==> src/rtl/csrm_params.svh <==
// Constants of the climate sensor register map
`ifndef CSRM_PARAMS_SVH
`define CSRM_PARAMS_SVH

// ****************************************
// Register offsets
// ****************************************
`define CSRM_OFF_TEMP_LO 8'h00
`define CSRM_OFF_TEMP_HI 8'h01
`define CSRM_OFF_HUMID_LO 8'h02
`define CSRM_OFF_HUMID_HI 8'h03
`define CSRM_OFF_STATUS 8'h04
`define CSRM_OFF_TEMP_PEAK 8'h05
`define CSRM_OFF_HUMID_PEAK 8'h06
`define CSRM_OFF_EVT_EN 8'h07
`define CSRM_OFF_TEMP_LIM_LO 8'h0A
`define CSRM_OFF_TEMP_LIM_HI 8'h0B
`define CSRM_OFF_HUMID_LIM_LO 8'h0C
`define CSRM_OFF_HUMID_LIM_HI 8'h0D
`define CSRM_OFF_ALERT_CFG 8'h0E
`define CSRM_OFF_CONV_CFG 8'h0F
`define CSRM_OFF_ID_FIRST 8'hFC
`define CSRM_OFF_MAKER_HI 8'hFD
`define CSRM_OFF_PART_LO 8'hFE
`define CSRM_OFF_PART_HI 8'hFF

// ****************************************
// Field positions and codes
// ****************************************
`define CSRM_DRDY_BIT 7
`define CSRM_TH_BIT 6
`define CSRM_TL_BIT 5
`define CSRM_HH_BIT 4
`define CSRM_HL_BIT 3
`define CSRM_SOFT_RST_BIT 7
`define CSRM_AUTO_HI 6
`define CSRM_AUTO_LO 4
`define CSRM_TRES_HI 7
`define CSRM_TRES_LO 6
`define CSRM_HRES_HI 5
`define CSRM_HRES_LO 4
`define CSRM_RES_11 2'b01
`define CSRM_RES_9 2'b10
`define CSRM_RES_11_DROP 3
`define CSRM_RES_9_DROP 5
`define CSRM_PAD_BITS 2

// ****************************************
// Reset values and sizes
// ****************************************
`define CSRM_ZERO_BYTE 8'h00
`define CSRM_LIMIT_HI_RST 8'h7F
`define CSRM_CFG_DEPTH 9
`define CSRM_CFG_AW 4

`endif

==> src/rtl/csrm_pkg.sv <==
// Types shared by the climate sensor register map
package csrm_pkg;
    typedef logic [7:0] csrm_byte_t;
    typedef enum logic [3:0] {
        CSRM_SRC_NONE,
        CSRM_SRC_TLO,
        CSRM_SRC_THI,
        CSRM_SRC_HLO,
        CSRM_SRC_HHI,
        CSRM_SRC_STAT,
        CSRM_SRC_TPEAK,
        CSRM_SRC_HPEAK,
        CSRM_SRC_CFG,
        CSRM_SRC_ID
    } csrm_src_e;
endpackage

==> src/rtl/csrm_cfg_mem.sv <==
// Byte store for the configuration registers with registered read
`timescale 1ns/1ps
`default_nettype none
`include "csrm_params.svh"
module csrm_cfg_mem #(
    parameter int DEPTH = 9,
    parameter int AW = 4,
    parameter logic [DEPTH*8-1:0] INIT = '0
) (
    input wire logic clk,
    input wire logic rst_n,
    input wire logic clr,
    input wire logic we,
    input wire logic [AW-1:0] waddr,
    input wire csrm_pkg::csrm_byte_t wdata,
    input wire logic re,
    input wire logic [AW-1:0] raddr,
    output csrm_pkg::csrm_byte_t rdata,
    output logic [DEPTH*8-1:0] flat
);
    import csrm_pkg::*;

    if (DEPTH > (1 << AW)) begin : g_chk
        $error("csrm_cfg_mem depth exceeds address range");
    end

    // ****************************************
    // Storage, one byte per entry
    // ****************************************
    for (genvar i = 0; i < DEPTH; i++) begin : g_ent
        always_ff @(posedge clk or negedge rst_n) begin
            if (!rst_n) begin
                flat[i*8 +: 8] <= INIT[i*8 +: 8];
            end else if (clr) begin
                flat[i*8 +: 8] <= INIT[i*8 +: 8];
            end else if (we && (waddr == AW'(i))) begin
                flat[i*8 +: 8] <= wdata;
            end
        end
    end

    // ****************************************
    // Registered read port
    // ****************************************
    always_ff @(posedge clk or negedge rst_n) begin
        if (!rst_n) begin
            rdata <= `CSRM_ZERO_BYTE;
        end else if (re) begin
            rdata <= (int'(raddr) < DEPTH) ? flat[int'(raddr)*8 +: 8] : `CSRM_ZERO_BYTE;
        end
    end
endmodule
`default_nettype wire

==> src/rtl/csrm_regmap.sv <==
// Register map of the climate sensor behind the serial controller's byte port
`timescale 1ns/1ps
`default_nettype none
`include "csrm_params.svh"
module csrm_regmap #(
    parameter int CONV_W = 14,
    parameter int RESULT_W = 16,
    parameter logic [7:0] MAKER_LO = 8'hA5,
    parameter logic [7:0] MAKER_HI = 8'h5A,
    parameter logic [7:0] PART_LO = 8'h3C,
    parameter logic [7:0] PART_HI = 8'hC3
) (
    input wire logic sys_clk,
    input wire logic rst_n,
    input wire logic ptr_we,
    input wire csrm_pkg::csrm_byte_t ptr_byte,
    input wire logic wr_we,
    input wire csrm_pkg::csrm_byte_t wr_byte,
    input wire logic rd_req,
    input wire logic conv_valid,
    input wire logic conv_is_temp,
    input wire logic [CONV_W-1:0] conv_code,
    output logic ptr_ack,
    output logic ptr_nack,
    output logic wr_ack,
    output logic wr_nack,
    output logic rd_valid,
    output csrm_pkg::csrm_byte_t rd_data,
    output logic auto_mode,
    output logic soft_rst
);
    import csrm_pkg::*;
    // Identity parameters above hold arbitrary values

    if (RESULT_W != CONV_W + `CSRM_PAD_BITS || CONV_W <= `CSRM_RES_9_DROP) begin : g_chk
        $error("csrm_regmap result width must be code width plus two");
    end

    // ****************************************
    // Reset release
    // ****************************************
    logic rst_meta_n, srst_n;
    always_ff @(posedge sys_clk or negedge rst_n) begin
        if (!rst_n) begin
            rst_meta_n <= 1'b0;
            srst_n <= 1'b0;
        end else begin
            rst_meta_n <= 1'b1;
            srst_n <= rst_meta_n;
        end
    end

    // ****************************************
    // State
    // ****************************************
    csrm_byte_t ptr, status, status_snap, temp_peak, humid_peak, temp_hi_shadow, humid_hi_shadow, cfg_rdata;
    logic [RESULT_W-1:0] temp_res, humid_res;
    logic [`CSRM_CFG_DEPTH*8-1:0] cfg_flat;
    csrm_src_e rd_src;
    logic [1:0] rd_id_sel;
    logic rd_pend;

    localparam logic [`CSRM_CFG_DEPTH*8-1:0] CFG_INIT = {`CSRM_ZERO_BYTE, `CSRM_ZERO_BYTE, `CSRM_LIMIT_HI_RST,
        `CSRM_ZERO_BYTE, `CSRM_LIMIT_HI_RST, `CSRM_ZERO_BYTE, `CSRM_ZERO_BYTE, `CSRM_ZERO_BYTE, `CSRM_ZERO_BYTE};

    // ****************************************
    // Configuration fields
    // ****************************************
    function automatic csrm_byte_t cfg_at(input csrm_byte_t off, input logic [`CSRM_CFG_DEPTH*8-1:0] f);
        cfg_at = f[int'(off - `CSRM_OFF_EVT_EN)*8 +: 8];
    endfunction
    wire csrm_byte_t evt_en = cfg_at(`CSRM_OFF_EVT_EN, cfg_flat);
    wire csrm_byte_t alert_cfg = cfg_at(`CSRM_OFF_ALERT_CFG, cfg_flat);
    wire csrm_byte_t conv_cfg = cfg_at(`CSRM_OFF_CONV_CFG, cfg_flat);
    wire csrm_byte_t t_lim_lo = cfg_at(`CSRM_OFF_TEMP_LIM_LO, cfg_flat);
    wire csrm_byte_t t_lim_hi = cfg_at(`CSRM_OFF_TEMP_LIM_HI, cfg_flat);
    wire csrm_byte_t h_lim_lo = cfg_at(`CSRM_OFF_HUMID_LIM_LO, cfg_flat);
    wire csrm_byte_t h_lim_hi = cfg_at(`CSRM_OFF_HUMID_LIM_HI, cfg_flat);
    wire logic auto_on = |alert_cfg[`CSRM_AUTO_HI:`CSRM_AUTO_LO];

    // ****************************************
    // Address decode
    // ****************************************
    function automatic logic addr_used(input csrm_byte_t a);
        addr_used = (a <= `CSRM_OFF_CONV_CFG) || (a >= `CSRM_OFF_ID_FIRST);
    endfunction
    wire logic new_ptr_ok = addr_used(ptr_byte);
    wire logic wr_ok = wr_we && !ptr_we && ptr >= `CSRM_OFF_TEMP_PEAK && ptr <= `CSRM_OFF_CONV_CFG;
    wire logic wr_tpeak = wr_ok && ptr == `CSRM_OFF_TEMP_PEAK;
    wire logic wr_hpeak = wr_ok && ptr == `CSRM_OFF_HUMID_PEAK;
    wire logic wr_cfg = wr_ok && ptr >= `CSRM_OFF_EVT_EN;
    wire logic rd_cfg = rd_req && ptr >= `CSRM_OFF_EVT_EN && ptr <= `CSRM_OFF_CONV_CFG;
    wire logic [`CSRM_CFG_AW-1:0] cfg_idx = `CSRM_CFG_AW'(ptr - `CSRM_OFF_EVT_EN);
    wire logic soft_req = wr_ok && ptr == `CSRM_OFF_ALERT_CFG && wr_byte[`CSRM_SOFT_RST_BIT];
    wire csrm_src_e next_src = !rd_req ? CSRM_SRC_NONE :
        ptr == `CSRM_OFF_TEMP_LO ? CSRM_SRC_TLO :
        ptr == `CSRM_OFF_TEMP_HI ? CSRM_SRC_THI :
        ptr == `CSRM_OFF_HUMID_LO ? CSRM_SRC_HLO :
        ptr == `CSRM_OFF_HUMID_HI ? CSRM_SRC_HHI :
        ptr == `CSRM_OFF_STATUS ? CSRM_SRC_STAT :
        ptr == `CSRM_OFF_TEMP_PEAK ? CSRM_SRC_TPEAK :
        ptr == `CSRM_OFF_HUMID_PEAK ? CSRM_SRC_HPEAK :
        ptr <= `CSRM_OFF_CONV_CFG ? CSRM_SRC_CFG :
        ptr >= `CSRM_OFF_ID_FIRST ? CSRM_SRC_ID : CSRM_SRC_NONE;
    wire logic rd_status = rd_req && ptr == `CSRM_OFF_STATUS;
    wire logic rd_result = rd_req && ptr <= `CSRM_OFF_HUMID_HI;

    // ****************************************
    // Conversion capture
    // ****************************************
    function automatic logic [CONV_W-1:0] trim(input logic [CONV_W-1:0] c, input logic [1:0] res);
        logic [CONV_W-1:0] m;
        m = '1;
        if (res == `CSRM_RES_11) begin
            m = m << `CSRM_RES_11_DROP;
        end else if (res == `CSRM_RES_9) begin
            m = m << `CSRM_RES_9_DROP;
        end
        trim = c & m;
    endfunction
    wire logic [1:0] t_res = conv_cfg[`CSRM_TRES_HI:`CSRM_TRES_LO];
    wire logic [1:0] h_res = conv_cfg[`CSRM_HRES_HI:`CSRM_HRES_LO];
    wire logic [RESULT_W-1:0] next_temp = {trim(conv_code, t_res), `CSRM_PAD_BITS'(0)};
    wire logic [RESULT_W-1:0] next_humid = {trim(conv_code, h_res), `CSRM_PAD_BITS'(0)};
    wire logic t_conv = conv_valid && conv_is_temp;
    wire logic h_conv = conv_valid && !conv_is_temp;
    wire csrm_byte_t t_top = next_temp[RESULT_W-1 -: 8];
    wire csrm_byte_t h_top = next_humid[RESULT_W-1 -: 8];
    wire logic t_peak_up = t_conv && !auto_on && t_top > temp_peak;
    wire logic h_peak_up = h_conv && !auto_on && h_top > humid_peak;
    wire csrm_byte_t status_set = {conv_valid,
        t_conv && evt_en[`CSRM_TH_BIT] && t_top > t_lim_hi,
        t_conv && evt_en[`CSRM_TL_BIT] && t_top < t_lim_lo,
        h_conv && evt_en[`CSRM_HH_BIT] && h_top > h_lim_hi,
        h_conv && evt_en[`CSRM_HL_BIT] && h_top < h_lim_lo, 3'b000};
    wire csrm_byte_t status_clr = rd_status ? 8'hFF : (rd_result ? 8'h80 : 8'h00);

    always_ff @(posedge sys_clk or negedge srst_n) begin
        if (!srst_n) begin
            temp_res <= '0;
            humid_res <= '0;
            status <= `CSRM_ZERO_BYTE;
            temp_peak <= `CSRM_ZERO_BYTE;
            humid_peak <= `CSRM_ZERO_BYTE;
        end else if (soft_rst) begin
            temp_res <= '0;
            humid_res <= '0;
            status <= `CSRM_ZERO_BYTE;
            temp_peak <= `CSRM_ZERO_BYTE;
            humid_peak <= `CSRM_ZERO_BYTE;
        end else begin
            temp_res <= t_conv ? next_temp : temp_res;
            humid_res <= h_conv ? next_humid : humid_res;
            status <= (status & ~status_clr) | status_set;
            temp_peak <= t_peak_up ? t_top : (wr_tpeak ? wr_byte : temp_peak);
            humid_peak <= h_peak_up ? h_top : (wr_hpeak ? wr_byte : humid_peak);
        end
    end

    // ****************************************
    // Pointer, answers and read pipeline
    // ****************************************
    always_ff @(posedge sys_clk or negedge srst_n) begin
        if (!srst_n) begin
            ptr <= `CSRM_ZERO_BYTE;
            ptr_ack <= 1'b0;
            ptr_nack <= 1'b0;
            wr_ack <= 1'b0;
            wr_nack <= 1'b0;
            rd_pend <= 1'b0;
            rd_src <= CSRM_SRC_NONE;
            rd_id_sel <= 2'b00;
            rd_valid <= 1'b0;
            rd_data <= `CSRM_ZERO_BYTE;
            temp_hi_shadow <= `CSRM_ZERO_BYTE;
            humid_hi_shadow <= `CSRM_ZERO_BYTE;
            status_snap <= `CSRM_ZERO_BYTE;
            auto_mode <= 1'b0;
            soft_rst <= 1'b0;
        end else begin
            if (ptr_we) begin
                ptr <= ptr_byte;
            end else if (wr_we || rd_req) begin
                ptr <= 8'(ptr + 8'h01);
            end
            ptr_ack <= ptr_we && new_ptr_ok;
            ptr_nack <= ptr_we && !new_ptr_ok;
            wr_ack <= !ptr_we && wr_ok;
            wr_nack <= !ptr_we && wr_we && !wr_ok;
            rd_pend <= rd_req;
            rd_src <= next_src;
            rd_id_sel <= ptr[1:0];
            if (rd_req && ptr == `CSRM_OFF_TEMP_LO) begin
                temp_hi_shadow <= temp_res[RESULT_W-1 -: 8];
            end
            if (rd_req && ptr == `CSRM_OFF_HUMID_LO) begin
                humid_hi_shadow <= humid_res[RESULT_W-1 -: 8];
            end
            if (rd_status) begin
                status_snap <= status;
            end
            rd_valid <= rd_pend;
            if (rd_pend) begin
                case (rd_src)
                    CSRM_SRC_TLO: rd_data <= temp_res[7:0];
                    CSRM_SRC_THI: rd_data <= temp_hi_shadow;
                    CSRM_SRC_HLO: rd_data <= humid_res[7:0];
                    CSRM_SRC_HHI: rd_data <= humid_hi_shadow;
                    CSRM_SRC_STAT: rd_data <= status_snap;
                    CSRM_SRC_TPEAK: rd_data <= temp_peak;
                    CSRM_SRC_HPEAK: rd_data <= humid_peak;
                    CSRM_SRC_CFG: rd_data <= cfg_rdata;
                    CSRM_SRC_ID: rd_data <= rd_id_sel == 2'b00 ? MAKER_LO : rd_id_sel == 2'b01 ? MAKER_HI :
                        rd_id_sel == 2'b10 ? PART_LO : PART_HI;
                    default: rd_data <= `CSRM_ZERO_BYTE;
                endcase
            end
            auto_mode <= auto_on;
            soft_rst <= soft_req;
        end
    end

    csrm_cfg_mem #(.DEPTH(`CSRM_CFG_DEPTH), .AW(`CSRM_CFG_AW), .INIT(CFG_INIT)) csrm_cfg_mem_inst (
        .clk(sys_clk),
        .rst_n(srst_n),
        .clr(soft_rst),
        .we(wr_cfg),
        .waddr(cfg_idx),
        .wdata(wr_byte),
        .re(rd_cfg),
        .raddr(cfg_idx),
        .rdata(cfg_rdata),
        .flat(cfg_flat)
    );

    // ****************************************
    // Checks
    // ****************************************
    AST_TEMP_PAD: assert property (@(posedge sys_clk) disable iff (!srst_n)
        temp_res[1:0] == 2'b00) else $error("temperature pad bits not zero");
    AST_RES_TRIM: assert property (@(posedge sys_clk) disable iff (!srst_n)
        t_conv && !soft_rst && t_res == `CSRM_RES_11 |=> temp_res[4:2] == 3'b000)
        else $error("11-bit resolution not trimmed");
    AST_PEAK_HOLD: assert property (@(posedge sys_clk) disable iff (!srst_n)
        auto_on && !wr_tpeak && !soft_rst |=> $stable(temp_peak)) else $error("peak moved in auto mode");
    AST_CODE_STORE: assert property (@(posedge sys_clk) disable iff (!srst_n)
        t_conv && !soft_rst && t_res == 2'b00 |=> temp_res[RESULT_W-1:2] == $past(conv_code))
        else $error("temperature code not stored unscaled");
    AST_PTR_STEP: assert property (@(posedge sys_clk) disable iff (!srst_n)
        rd_req && !ptr_we |=> ptr == 8'($past(ptr) + 8'h01)) else $error("pointer did not advance");
    AST_PTR_NACK: assert property (@(posedge sys_clk) disable iff (!srst_n)
        ptr_we && !addr_used(ptr_byte) |=> ptr_nack && !ptr_ack) else $error("unused pointer not refused");
    AST_RO_WRITE: assert property (@(posedge sys_clk) disable iff (!srst_n)
        wr_we && !ptr_we && !conv_valid && !soft_rst && ptr <= `CSRM_OFF_HUMID_HI |=> wr_nack && $stable(temp_res))
        else $error("result register accepted a write");
    AST_RD_LAT: assert property (@(posedge sys_clk) disable iff (!srst_n)
        rd_req |-> ##2 rd_valid) else $error("read answer late");
    COV_PTR_NACK: cover property (@(posedge sys_clk) disable iff (!srst_n) ptr_nack);
    COV_READ: cover property (@(posedge sys_clk) disable iff (!srst_n) rd_req ##1 rd_req ##1 rd_valid);
    COV_PEAK: cover property (@(posedge sys_clk) disable iff (!srst_n) t_peak_up);
    COV_SOFT: cover property (@(posedge sys_clk) disable iff (!srst_n) soft_rst);
endmodule
`default_nettype wire

==> config.mk <==
export PLATFORM = sky130hd
export DESIGN_NAME = csrm_regmap
export DESIGN_NICKNAME = d
export VERILOG_FILES = /design/src/rtl/csrm_pkg.sv /design/src/rtl/csrm_cfg_mem.sv /design/src/rtl/csrm_regmap.sv
export VERILOG_INCLUDE_DIRS = /design/src /design/src/rtl
export SDC_FILE = /design/constraint.sdc
export NUM_CORES = 1
export LEC_CHECK = 0
export BUFFER_PORTS_ARGS = -buffer_cell sky130_fd_sc_hd__buf_4
export CORE_ASPECT_RATIO = 0.75
export CORE_MARGIN = 8
export CORE_UTILIZATION = 35
export CTS_CLUSTER_DIAMETER = 30
export DETAILED_ROUTE_END_ITERATION = 16
export HOLD_SLACK_MARGIN = 0.1
export MAX_ROUTING_LAYER = met4
export SKIP_LAST_GASP = 1
export SYNTH_ARGS = -nofsm -noshare
export SYNTH_HDL_FRONTEND = slang
export SYNTH_HIERARCHICAL = 1
export SYNTH_SLANG_ARGS = --single-unit
==> constraint.sdc <==
create_clock -name sys_clk -period 13.34 [get_ports sys_clk]
set_input_delay 2.668 -clock sys_clk [delete_from_list [all_inputs] [get_ports sys_clk]]
set_output_delay 2.668 -clock sys_clk [all_outputs]
set_load 0.1 [all_outputs]
==> summary by stage, run 1 <==
Worst setup path
The startpoint identified for the worst register-to-register timing path is ptr[1]. The launching element type of the critical path is an input port. At the worst endpoint, the required time is 13.65 ns. The signal arrival time at the worst endpoint is approximately 5 ns. Counting cells, the worst reg-to-reg path comes to 10. The setup slack of the most critical reg-to-reg path is between 9 and 10 ns. The number of buffers and inverters on the critical path is 1. The worst register-to-register path ends at csrm_cfg_mem_inst/flat[39]. The signal on the critical path passes through buf_4 -> nor2b_1 -> nand2_1 -> nor2_1 -> nand3b_1 -> o21ai_0 -> a21oi_1. The nature of the critical path endpoint is a flop. The cell family contributing the most delay on the critical path is simple AND/OR/NAND/NOR gates. The cell at the slowest stage of the critical path is sky130_fd_sc_hd__nand3b_1. The worst-path maximum fanout is 19. The worst stage delay on the critical path is 0.70 ns. The setup path with the least slack is of type input port to flop.

Power and ir drop
The power density over the cells is 134.4 nW/um2. The leakage power of the design is around 5.2 nW. Total power for the finished layout comes to roughly 1.6 mW. The worst IR drop on VDD is between 0.09 and 0.1 mV.

Hold path
In this run the worst hold path is classified as flop to flop. The capture endpoint of the worst hold path is srst_n. In this run the most critical hold path is launched from rst_meta_n. The number of cells on the worst hold path is 0.

CTS
The quantity of hold-fixing buffers added after cts is 0. The quantity of gates resized following cts is 0. The clock transition at the registers of the reported paths is 0.07 ns. TritonCTS built the clock tree.

Clock tree synthesis found a total of 188 sinks. The worst-case clock buffer depth is 2. The number of clock buffers inserted by TritonCTS is 17. Post-CTS timing repair inserted 0 buffers for setup. The H-tree depth is 4.

Clock latency on the worst-skew pair, taken at its later pin, is 0.45 ns. The cell sitting at the root of the clock tree is a sky130_fd_sc_hd__clkbuf_16.

Timing
The max-slew violation count is 0. Setup repair after global routing left no endpoint under its margin. Setup violations remaining at the end of the flow were counted as 0. For the pin with the worst max-slew slack, the measured transition is 1.176 ns. The highest clock frequency the design can meet is approximately 0.21 GHz. The final period demand of the worst path is 4.764 ns. The worst slew margin relative to its limit is 0.2132. In the finished design, the share of the clock period the worst path needs comes to 0.3571.

The number of failing hold endpoints at the final stage is 0. Across the routed clock network, the largest skew measured is around 0.012 ns. The setup TNS after final layout is 0 ns. The final worst slack is between 8 and 9 ns. The tightest hold path in the finished design has a slack of 0.3519 ns.

Drt
The number of nets with antenna violations after routing is 0. The number of iterations in the first detailed-routing pass is 5. The wire length on met3 is approximately 3200 um. The detailed router put a total of 16280 um of wire on met1. The total number of vias is 8660. The top layer reached by signal wires is met4. For this block, the routed nets add up to 32930 um of wire.

For this run, design rule violations remaining after detail routing come to 0. The ratio of routed vias to standard cells is 5.720. The average wire per cell in the routed design is 21.75 um. Summed over all nets, wire length on met2 after detailed routing comes to 13070 um.

The initial detailed-routing violation count is 913.

Placement
At the end of routability-driven placement, the weighted congestion stood at 0.9031. Port buffering added 51 buffers. Before CTS, the worst setup slack after placement is 8.199 ns. The placed wire-length estimate after detailed placement is 22250 um.

Synthesis
The share of synthesized registers carrying an async set or reset is 1.000. When the netlist entered floorplanning its net count stood at 1185. The post-synthesis cell count is 1093. The Yosys step of the flow raised 6 warnings. The most used flip-flop cell after synthesis is sky130_fd_sc_hd__dfrtp_1. The synthesized design contains about 190 register bits. The share of the yosys chip area belonging to registers is 0.4454.

The cell area after synthesis is 10600 um2. Yosys mapped a number of flops with a built-in enable equal to 0. Synthesis instantiated 75 different standard cells from the library. After synthesis, the mean cell area works out to 9.701 um2.

Final layout
Summing all flip-flop and latch instances after layout gives approximately 4700 um2. The proportion of layout cells with a drive suffix above 1 is 0.1562. The filler cells instantiated in the layout total 2984.

The total number of nets in the final design is 1193. The growth of design area from synthesis to finish is 11.13%. The multi-input combinational cell area is 5238 um2.

Global routing
The first global-routing pass estimated 51190 um of wire. The number of antenna violations at the first check in global routing is 1. After global routing the overflow that remains totals 0.

The overall track demand over capacity in global routing is 0.1866. The number of global-route vias before repair came to 8459. The pin count of the biggest net entering global routing is 74.

Die
The die covers around 36000 um2. The initial utilization of the core area, before any placement, comes to 0.3534. The floorplan core area is 30000 um2. 52 I/O pins were placed. The floorplan step set the die width to between 200 and 250 um. The number of standard-cell rows in the floorplan is 55.

From bottom edge to top edge, the die measures 166.7 um.

Run status
The run finished with clean final reports.

Run
Across the run, the number of max-cap violations was 0.
==> final cells by class <==
| cell class | instances | area share |
|---|---|---|
| Clock inverter | 7 | 0.005416 |
| Inverter | 69 | 0.02198 |
| Timing Repair Buffer | 66 | 0.04205 |
| Tap cell | 399 | 0.04237 |
| Sequential cell | 188 | 0.4014 |
| Antenna cell | 1 | 0.0002124 |
| Multi-Input combinational cell | 759 | 0.4445 |
| Clock buffer | 25 | 0.04205 |
==> worst max-delay path by stage <==
stage               slack (ns)  depth (start not counted)  startpoint                          to
floorplan                 7.74                          0      srst_n                   auto_mode
global placement          8.27                          7      ptr_we  csrm_cfg_mem_inst/flat[10]
detailed placement        8.20                          7      ptr_we  csrm_cfg_mem_inst/flat[44]
CTS                       8.70                          7      ptr_we  csrm_cfg_mem_inst/flat[44]
global route              8.38                          7      ptr_we  csrm_cfg_mem_inst/flat[39]
finish                    8.58                          7      ptr_we  csrm_cfg_mem_inst/flat[39]
==> report_power, final <==
group | switching, mW | internal (mW) | total (mW)
sequential | 0.0767 | 0.648 | 0.725
clock | 0.224 | 0.276 | 0.500
combinational | 0.216 | 0.143 | 0.360
total | 0.517 | 1.07 | 1.58
==> cell families after synthesis <==
group           after synthesis  synth area share
xor+xnor                      9          0.007435
simple gates                331            0.1639
fa+ha+maj                    55           0.06490
other cells                   1         0.0003537
mux                          64           0.08744
flops                       188            0.4454
buf+inv                     146           0.06172
compound gates              299            0.1689
==> sequential cells by signal, indices dropped and copies added (netlist names), 8 cells and up <==
| name | flops |
|---|---|
| rd_data | 8 |
| status | 8 |
| humid_peak | 8 |
| csrm_cfg_mem_inst/flat | 72 |
| temp_peak | 8 |
| temp_res | 14 |
| status_snap | 8 |
| csrm_cfg_mem_inst/rdata | 8 |
| humid_hi_shadow | 8 |
| ptr | 8 |
| temp_hi_shadow | 8 |
| humid_res | 14 |
==> Yosys cell counts, drive strengths merged (3+ instances only) <==
library cell,number,area share
o21ai,97,0.046
nand2,96,0.036
and4,4,0.0033
and2,6,0.0035
xor2,6,0.0050
nor2,40,0.017
xnor2,3,0.0025
mux4,17,0.038
nor2b,19,0.011
a211o,14,0.012
dfrtp,174,0.41
a221o,3,0.0028
buf,39,0.023
and3,20,0.012
a21oi,100,0.047
a22oi,11,0.0078
nand2b,6,0.0035
inv,69,0.024
mux2i,15,0.014
or2,3,0.0018
nor4b,3,0.0031
clkbuf,38,0.014
a211oi,16,0.011
mux2,32,0.036
a311oi,15,0.012
nor3,27,0.014
nand3,74,0.035
a21o,7,0.0050
or3,3,0.0018
dfstp,14,0.035
o22ai,17,0.010
nor4,3,0.0018
nor3b,6,0.0047
nand4,8,0.0047
ha,55,0.065
nand3b,4,0.0032
==> worst register-to-register path: stages (launching register included) <==
cell	delay [ns]
sky130_fd_sc_hd__dfrtp_1	0.46
sky130_fd_sc_hd__inv_1	0.15
sky130_fd_sc_hd__ha_1	0.25
sky130_fd_sc_hd__nand2b_1	0.15
sky130_fd_sc_hd__a21oi_1	0.07
sky130_fd_sc_hd__nor2_1	0.17
sky130_fd_sc_hd__nand2_1	0.12
sky130_fd_sc_hd__nor2_1	0.63
sky130_fd_sc_hd__nand3b_1	0.71
sky130_fd_sc_hd__o21ai_0	0.40
sky130_fd_sc_hd__a21oi_1	0.10
==> placed cells by master (no fill, tap or decap), drive strengths merged, types with 8 or more instances in the layout <==
cell type,synthesis,routed
dfrtp,174,174
a21oi,100,100
o21ai,97,97
nand2,96,96
nand3,74,74
inv,69,69
buf,39,66
ha,55,55
nor2,40,40
mux2,32,32
nor3,27,27
clkbuf,38,25
and3,20,20
nor2b,19,19
o22ai,17,17
mux4,17,17
a211oi,16,16
mux2i,15,15
a311oi,15,15
a211o,14,14
dfstp,14,14
a22oi,11,11
nand4,8,8
==> routing by layer <==
metal / vias to the layer above / GRT usage
met3: 33 / 0.05757
met1: 4296 / 0.2816
met2: 374 / 0.2355
li1: 3957 / -
met4: 0 / 0.04315
met5: - / -
==> through the flow <==
| stage | std cells | area [um2] | util |
|---|---|---|---|
| after floorplan | 1093 | 10600 | - |
| after global placement | 1481 | 11220 | 0.3740 |
| after detailed placement | 1481 | 11220 | 0.3740 |
| after CTS | 1513 | 11780 | 0.3926 |
| after global routing | 1514 | 11780 | 0.3927 |
| final | 1514 | 11780 | 0.3927 |
(Power assumes the default switching activity.)
==> inputs of run 2 (changes only) <==
--- a/config.mk
+++ b/config.mk
@@ -6,6 +6,7 @@
 export SDC_FILE = /design/constraint.sdc
 export NUM_CORES = 1
 export LEC_CHECK = 0
+export ABC_AREA = 1
 export BUFFER_PORTS_ARGS = -buffer_cell sky130_fd_sc_hd__buf_4
 export CORE_ASPECT_RATIO = 0.75
 export CORE_MARGIN = 8
==> constraint.sdc (replaced) <==
create_clock -name sys_clk -period 4.55 [get_ports sys_clk]
set_input_delay 0.91 -clock sys_clk [delete_from_list [all_inputs] [get_ports sys_clk]]
set_output_delay 0.91 -clock sys_clk [all_outputs]
set_load 0.1 [all_outputs]
==> run 2 against run 1 <==
Against the previous run:
- clock power rose to 3.0 times the previous value
- combinational power increased to 3.3 times the previous value
- register-to-register slack got worse by 8.4 ns
- setup slack worse by 7.0 ns
- global-route usage down 0.69 points
==> summary by stage, run 2 <==
Global routing
The number of global-route vias before repair came to 8764. Entering global routing, the biggest net connects 76 pins. The global route total overflow is 0. The overall track demand over capacity in global routing is 0.1797. The number of antenna violations at the first check in global routing is 0. The first global-routing pass estimated just under 50000 um of wire.

Placement
The number of placed cells counting well taps is around 1800. The count of buffers added on input and output ports is 51. The placed wire-length estimate after detailed placement is 23600 um. Routability-driven placement finished with a final weighted congestion of 0.9430.

Timing
Setup repair after global routing left no endpoint under its margin. The worst path in the final design needs a cycle of roughly 3 ns, including I/O delays and setup. The final setup skew is approximately 0.012 ns. The slew at the pin closest to its max-slew limit is 1.107 ns. The setup TNS after final layout is 0 ns. The max-slew violation count is 0. The portion of the clock cycle consumed by the worst path in the final layout is 0.6512. The number of failing hold endpoints at the final stage was 0. The worst slew margin relative to its limit is 0.2592. Setup violations remaining at the end of the flow were counted as 0. The highest clock frequency the design can meet is 0.3375 GHz.

Drt
In the final routing, the length of wire on met1 measures 15410 um. After detailed routing, the number of vias per cell comes to 5.064. For this block, the initial DRC count from the detailed router was 956. Dividing the detail-routed wire length by the instance count gives 17.44 um. Summed over all nets, wire length on met2 after detailed routing comes to 13320 um. The wire length on met3 is between 1500 and 2000 um.

After detailed routing, no signal wire sits above met4. The post-route DRC violation count is 0. Once detail routing completed, the nets flagged for antenna violations numbered 0. The aggregate routed wire length is 31290 um. The detailed router placed 9084 vias in this run. The number of iterations in the first detailed-routing pass is 8.

Synthesis
The mux share of post-synthesis cell area is 0.008616. The post-synthesis share of cell area spent on and, or, nand and nor gates is 0.2690. The number of synthesized flops with an enable pin is 0. For this run, the leading register cell type out of synthesis is sky130_fd_sc_hd__dfrtp_1.

Of the synthesized area, sequential elements account for 0.4516. The commonest cells after synthesis are 408 x sky130_fd_sc_hd__nand2_1, 175 x sky130_fd_sc_hd__inv_1, 174 x sky130_fd_sc_hd__dfrtp_1, 132 x sky130_fd_sc_hd__nand3_1, 90 x sky130_fd_sc_hd__o21ai_0. The number of nets produced by synthesis is ~1400. The average size of a mapped cell is 7.740 um2. The share of synthesized area in the top cell type comes to 0.4164. The share of synthesized registers carrying an async set or reset is 1.000. The adder and majority cell fraction of the synthesized area is 0.06581. The post-synthesis cell count is between 1000 and 1500.

The number of different library cells used by synthesis comes to 49. The most common cell in the synthesized netlist is sky130_fd_sc_hd__nand2_1. The cell taking the most area after synthesis is sky130_fd_sc_hd__dfrtp_1. The compound-gate portion of the synthesized area is 0.1131.

The cell area after synthesis is 10460 um2. The number of warnings issued by yosys is 6. In this run, synthesis produced a sequential element count of 188. The share of the synthesized netlist area taken by xor and xnor gates is 0.001675. Yosys attributes the largest share of cell area to sky130_fd_sc_hd__dfrtp_1 42%, sky130_fd_sc_hd__nand2_1 15%, sky130_fd_sc_hd__ha_1 6.6%, sky130_fd_sc_hd__nand3_1 6.3%, sky130_fd_sc_hd__inv_1 6.3%. The dominant combinational cell family by area after synthesis is simple AND/OR/NAND/NOR gates.

Hold path
The class of the worst hold path is input port to async pin.

Final layout
More flip-flops sit in one register than any other, and that register is csrm_cfg_mem_inst/flat. The growth of design area from synthesis to finish is 12.34%. The number of standard cells in the layout, taps in and fillers out is 1794. The register with the most flip-flops in the layout has 72 of them. The number of antenna cells inserted is 0. The library cells used most frequently in the layout, excluding fill and tap cells, are 408 x sky130_fd_sc_hd__nand2_1, 175 x sky130_fd_sc_hd__inv_1, 173 x sky130_fd_sc_hd__dfrtp_1. The total number of nets in the final design is 1481. The largest registers in the layout are csrm_cfg_mem_inst/flat: 72 flops, humid_res: 14 flops, temp_res: 14 flops. The most common library cell in the layout ignoring fill and taps is sky130_fd_sc_hd__nand2_1. The proportion of layout cells with a drive suffix above 1 is 0.1091.

Die
The number of standard-cell rows in the floorplan is between 50 and 60. The initial core utilization is 0.3574. The die width is roughly 220 um. The floorplan step defined a die boundary enclosing 35720 um2.

The die is 165.7 um tall. The total I/O pin count is 52. The floorplan core area is 29260 um2.

CTS
The H-tree depth is 4. The cell sitting at the root of the clock tree is a sky130_fd_sc_hd__clkbuf_16. The quantity of gates resized following cts is 0. In this run, post-CTS hold repair placed 0 buffers. The CTS tree is built.

The post-CTS setup buffer count is 0. The number of clock buffers inserted by TritonCTS is 17. The clock drives 188 sinks. The clock transition at the registers of the reported paths is 0.08 ns.

The worst-case clock buffer depth is 2. The clock reaches the later pin of the worst-skew pair after 0.45 ns.

Worst setup path
In this run the worst path has a maximum fanout of between 40 and 50. The cell at the slowest stage of the critical path is sky130_fd_sc_hd__dfrtp_1. The worst register-to-register path begins at ptr[0].

The launching element type of the critical path is a flop. The nature of the critical path endpoint is a flop. The required arrival time at the worst endpoint is 4.90 ns.

The largest single stage delay on the critical path is 0.47 ns. The category of the critical setup timing path is flop to flop. Tracing the worst setup path back leads to its startpoint at ptr[0]. The cell repeated most along the worst path is sky130_fd_sc_hd__nor2_1.

Walking the worst path, the cells encountered are inv_1 -> buf_4 -> ha_1 -> nor2_1 -> nor2_1 -> a21oi_4 -> nand2_1 -> nor2_1 -> inv_2 -> nor3_2 -> nand2_1 -> o21ai_4 -> nand3_1 -> o21ai_0. STA puts the critical path data arrival time at 3.31 ns.

Run status
The run finished with clean final reports.

Power and ir drop
The worst-case IR drop observed on VDD is approximately 0.26 mV. In this run the static leakage power is about 6 nW. In this run the power density over the cells is ~420 nW/um2.

Run
The count of maximum capacitance violations is 0.
[run 2: cell types whose count changed after synthesis, sizes merged, moves of 15 or more]
cell,before,now
nor2,40,88
a311oi,15,0
nor3,27,9
mux4,17,0
mux2,32,8
nand2,96,416
inv,69,185
nor2b,19,0
and3,20,0
mux2i,15,0
clkbuf,38,10
o21ai,97,113
nand3,74,135
a21oi,100,43
[run 2: per-layer routing]
| metal | global-route usage | up-vias |
|---|---|---|
| met5 | - | - |
| met4 | 0.05556 | 0 |
| met3 | 0.03768 | 39 |
| met2 | 0.2556 | 272 |
| met1 | 0.2522 | 4343 |
| li1 | - | 4430 |
[run 2: power by group]
part,internal [mW],switching (mW),leakage (nW)
sequential,1.96,0.240,2.36
combinational,0.400,0.778,3.35
clock,0.777,0.733,0.283
[run 2: cell families (layout without fill, tap and decap cells)]
logic type,after synthesis,after routing
AO/OA/AOI/OAI,204,204
XOR/XNOR,2,2
adder cells (fa/ha/maj),55,55
buffers and inverters,227,278
flip-flops,188,188
multiplexers,8,8
other,1,1
AND/OR/NAND/NOR,666,666
[run 2: path summary, 6_finish.rpt]
check / end / slack [ns] / cells past startpoint
max in group asynchronous: humid_hi_shadow[7] / 2.93 / 1
worst max register to register: csrm_cfg_mem_inst/flat[71] / 1.59 / 14
worst min-delay path: srst_n / 0.23 / 1
worst min register to register: srst_n / 0.35 / 0
min in group sys_clk: srst_n / 0.35 / 0
worst max-delay path: csrm_cfg_mem_inst/flat[71] / 1.59 / 14
[run 2: cell type report]
class / count / area (um2)
clock buffer: 17 / 425.4
timing repair buffer: 57 / 440.4
inverter: 189 / 711.9
tap: 392 / 490.5
multi-input combinational: 936 / 4795
fill: 3022 / 17510
clock inverter: 15 / 157.7
sequential: 188 / 4726
[run 2: worst max-delay path, delay by kind of cell (launching register included)]
family,cells,cell delay [ns]
simple gates,7,0.97
fa+ha+maj,1,0.25
compound gates,3,0.72
buf+inv,3,0.45
flops,1,0.47
[run 2: stage by stage]
stage	total power, mW	hold slack, ns	setup slack [ns]	utilization	cell area (um2)
finish	4.892	0.2299	1.587	0.4015	11750
global route	5.176	0.2161	1.312	0.4015	11750
CTS	4.902	0.2200	1.591	0.4015	11750
detailed placement	3.398	0.3365	1.542	0.3816	11160
global placement	3.369	0.3352	1.620	0.3816	11160
floorplan	2.999	0.3311	1.462	-	10460
==> inputs of run 3 (changes only) <==
--- a/config.mk
+++ b/config.mk
@@ -6,7 +6,7 @@
 export SDC_FILE = /design/constraint.sdc
 export NUM_CORES = 1
 export LEC_CHECK = 0
-export ABC_AREA = 1
+export ABC_AREA = 0
 export BUFFER_PORTS_ARGS = -buffer_cell sky130_fd_sc_hd__buf_4
 export CORE_ASPECT_RATIO = 0.75
 export CORE_MARGIN = 8
==> constraint.sdc (replaced) <==
create_clock -name sys_clk -period 3 [get_ports sys_clk]
set_input_delay 0.6 -clock sys_clk [delete_from_list [all_inputs] [get_ports sys_clk]]
set_output_delay 0.6 -clock sys_clk [all_outputs]
set_load 0.1 [all_outputs]
==> run 3 against run 2 <==
Against the previous run:
- final cell count is 15% lower
- wire length is 4.9% higher
- count of clock-buffer cells in the layout is 4 higher
- setup slack worse by 1.3 ns
- total power is 47% higher
- worst hold slack better by 0.079 ns
- die area is 1.3% higher
- final area is 2.1% higher
- maximum frequency is 8.5% higher
- global-route usage is 0.60 points higher
- sequential cell count stayed put
- first-iteration DRC count is 21% higher
- critical path type unchanged
- largest cell class unchanged
==> summary by stage, run 3 (synthesized netlist as in run 1, its figures left out) <==
Final layout
In the final layout, the share of cells above drive strength 1 is 0.1720. The repair_antennas step left the layout with diodes totalling 0. The fraction of the core area covered by cells at the end of the flow is 0.3996.

The net count of the finished layout is 1213. The register with the most flip-flops in the layout has between 70 and 80 of them. The multi-input combinational cells in the finished layout cover a total of 5238 um2. Leaving out fill and tap cells, the most frequent cells in the layout are 172 x sky130_fd_sc_hd__dfrtp_1, 100 x sky130_fd_sc_hd__a21oi_1, 95 x sky130_fd_sc_hd__o21ai_0. The growth of design area from synthesis to finish is 13.09%. Counting flops per register, the top entry is csrm_cfg_mem_inst/flat. In the final layout, the registers with the most flip-flops are csrm_cfg_mem_inst/flat: 72 flops, humid_res: 14 flops, temp_res: 14 flops. The most common library cell in the layout ignoring fill and taps is sky130_fd_sc_hd__dfrtp_1. Registers take approximately 4700 um2. After filler insertion, the fill cell instance count of the layout stands at approximately 3000.

Worst setup path
The worst setup path is of the flop to flop kind. The launching element type of the critical path is a flop. Data on the critical path is required at its endpoint by between 3 and 4 ns. The nature of the critical path endpoint is a flop.

Data on the critical path arrives at its endpoint at about 3 ns. In this run the worst path has a maximum fanout of 32.

Drt
The top layer reached by signal wires is met4. Summed over all nets, wire length on met2 after detailed routing comes to 13100 um. In this run the remaining antenna-violating nets after routing total 0.

The wire length on met3 is between 3000 and 4000 um. The ratio of routed vias to standard cells is 5.720. The average wire per cell in the routed design is about 21 um.

The initial detailed-routing violation count is 1158. The aggregate routed wire length is about 33000 um. For this run, the detailed router's first-pass iteration total came to 8. After detailed routing, the number of remaining DRC violations is 0.

The total number of vias is 8768. The length of routed wiring on met1 is 16000 um.

Run status
The flow ran to the end, and the final reports show no timing, DRC or antenna violations.

Global routing
The first global-routing pass estimated 50870 um of wire. The global route total overflow is 0. The number of antenna violations at the first check in global routing came to 0. In the global route stage, overall resource usage came out at 0.1856. The pin count of the biggest net entering global routing is 73. The number of global-route vias before repair is around 8400.

CTS
The clock transition at the registers of the reported paths is 0.07 ns. The number of sinks on the clock net is 188. The H-tree generated during clock tree synthesis spans 4 levels. Counting along the longest clock path gives a buffer depth of 2. For the worst-skew pair, the clock arrives at the later sink with an insertion delay of 0.45 ns. The number of clock buffers inserted by TritonCTS is 17. The quantity of gates resized following cts is 0. The CTS tree is built. The CTS root buffer is sky130_fd_sc_hd__clkbuf_16. The post-CTS setup buffer count is 0. The quantity of hold-fixing buffers added after cts is 1.

Timing
Subtracting the final worst setup slack from the clock period gives between 2 and 3 ns. For the final database, setup skew stands at 0.01321 ns. The max-slew violation count is 0. The total of endpoints with negative setup slack in the final report is 0. In the finished design, the share of the clock period the worst path needs comes to 0.9100. For the pin with the worst max-slew slack, the measured transition is 0.8100 ns. Setup repair after global routing left no endpoint under its margin. The worst slew margin relative to its limit is 0.4600.

Summed over all failing endpoints, the final setup total negative slack is 0 ns. For this run, the top clock speed supported by timing is 0.3663 GHz. The number of failing hold endpoints at the final stage is 0.

Die
The overall die height is 166.7 um. The total I/O pin count is 52. The die covers 36180 um2. The initial core utilization is 0.3534. The floorplan has 55 rows. The die width is 217.0 um. The floorplan core area is 30000 um2.

Run
The count of maximum capacitance violations is 0.

Placement
The last weighted congestion value of the routability-driven placer is 0.9136. The placed wire-length estimate after detailed placement is roughly 23000 um. The count of buffers inserted at the top-level ports is 51.

Power and ir drop
The power density over the cells is approximately 600 nW/um2. The worst IR drop on VDD is slightly above 0.4 mV. For this design the static power due to leakage is approximately 5.3 nW.

Hold path
The class of the worst hold path is input port to flop.
[run 3: path summary, 6_finish.rpt]
path	depth (start not counted)	slack (ns)	start	end
min	1	0.31	rd_req	rd_pend
min in group asynchronous	0	0.36	srst_n	temp_res[5]
max reg2reg	7	0.27	ptr[5]	csrm_cfg_mem_inst/flat[20]
max	7	0.27	ptr[5]	csrm_cfg_mem_inst/flat[20]
min reg2reg	0	0.36	srst_n	temp_res[5]
max in group asynchronous	1	1.78	srst_n	csrm_cfg_mem_inst/flat[33]
[run 3: cell type report]
class,count,share of cell area
multi-input combinational,759,0.4368
inverter,69,0.02160
clock inverter,11,0.009913
sequential,188,0.3945
tap,399,0.04164
timing repair buffer,86,0.05718
clock buffer,21,0.03840
[run 3: critical path: stages (launching register included)]
cell	delay (ns)
sky130_fd_sc_hd__dfrtp_1	0.43
sky130_fd_sc_hd__or4_4	0.58
sky130_fd_sc_hd__nor2_1	0.17
sky130_fd_sc_hd__nand2_1	0.12
sky130_fd_sc_hd__nor2_1	0.16
sky130_fd_sc_hd__or3b_2	0.74
sky130_fd_sc_hd__o21ai_0	0.28
sky130_fd_sc_hd__a21oi_1	0.11
[run 3: routing by layer]
layer | vias up | track usage
met5 | - | -
met4 | 0 | 0.04139
met3 | 28 | 0.04888
met2 | 399 | 0.2370
met1 | 4346 | 0.2835
li1 | 3995 | -
[run 3: where the power goes]
| part | leakage (nW) | total (mW) | internal, mW | switching (mW) |
|---|---|---|---|---|
| logic | 2.64 | 1.70 | 0.698 | 1.00 |
| registers | 2.42 | 3.20 | 2.88 | 0.317 |
| clock network | 0.287 | 2.30 | 1.27 | 1.03 |
[run 3: per-stage QoR]
| step | worst slack (ns) | area (um2) | power, mW | hold slack [ns] | std cells |
|---|---|---|---|---|---|
| 4_1_cts | 0.3093 | 11990 | 7.203 | 0.2926 | 1533 |
| 6_report | 0.2701 | 11990 | 7.192 | 0.3088 | 1533 |
| 3_3_place_gp | 0.3232 | 11400 | 4.869 | 0.3349 | 1500 |
| 3_5_place_dp | 0.2558 | 11400 | 4.911 | 0.3402 | 1500 |
| 2_1_floorplan | 0.6001 | 10610 | 4.283 | 0.3044 | 1093 |
| 5_1_grt | 0.09311 | 11990 | 7.536 | 0.3003 | 1533 |
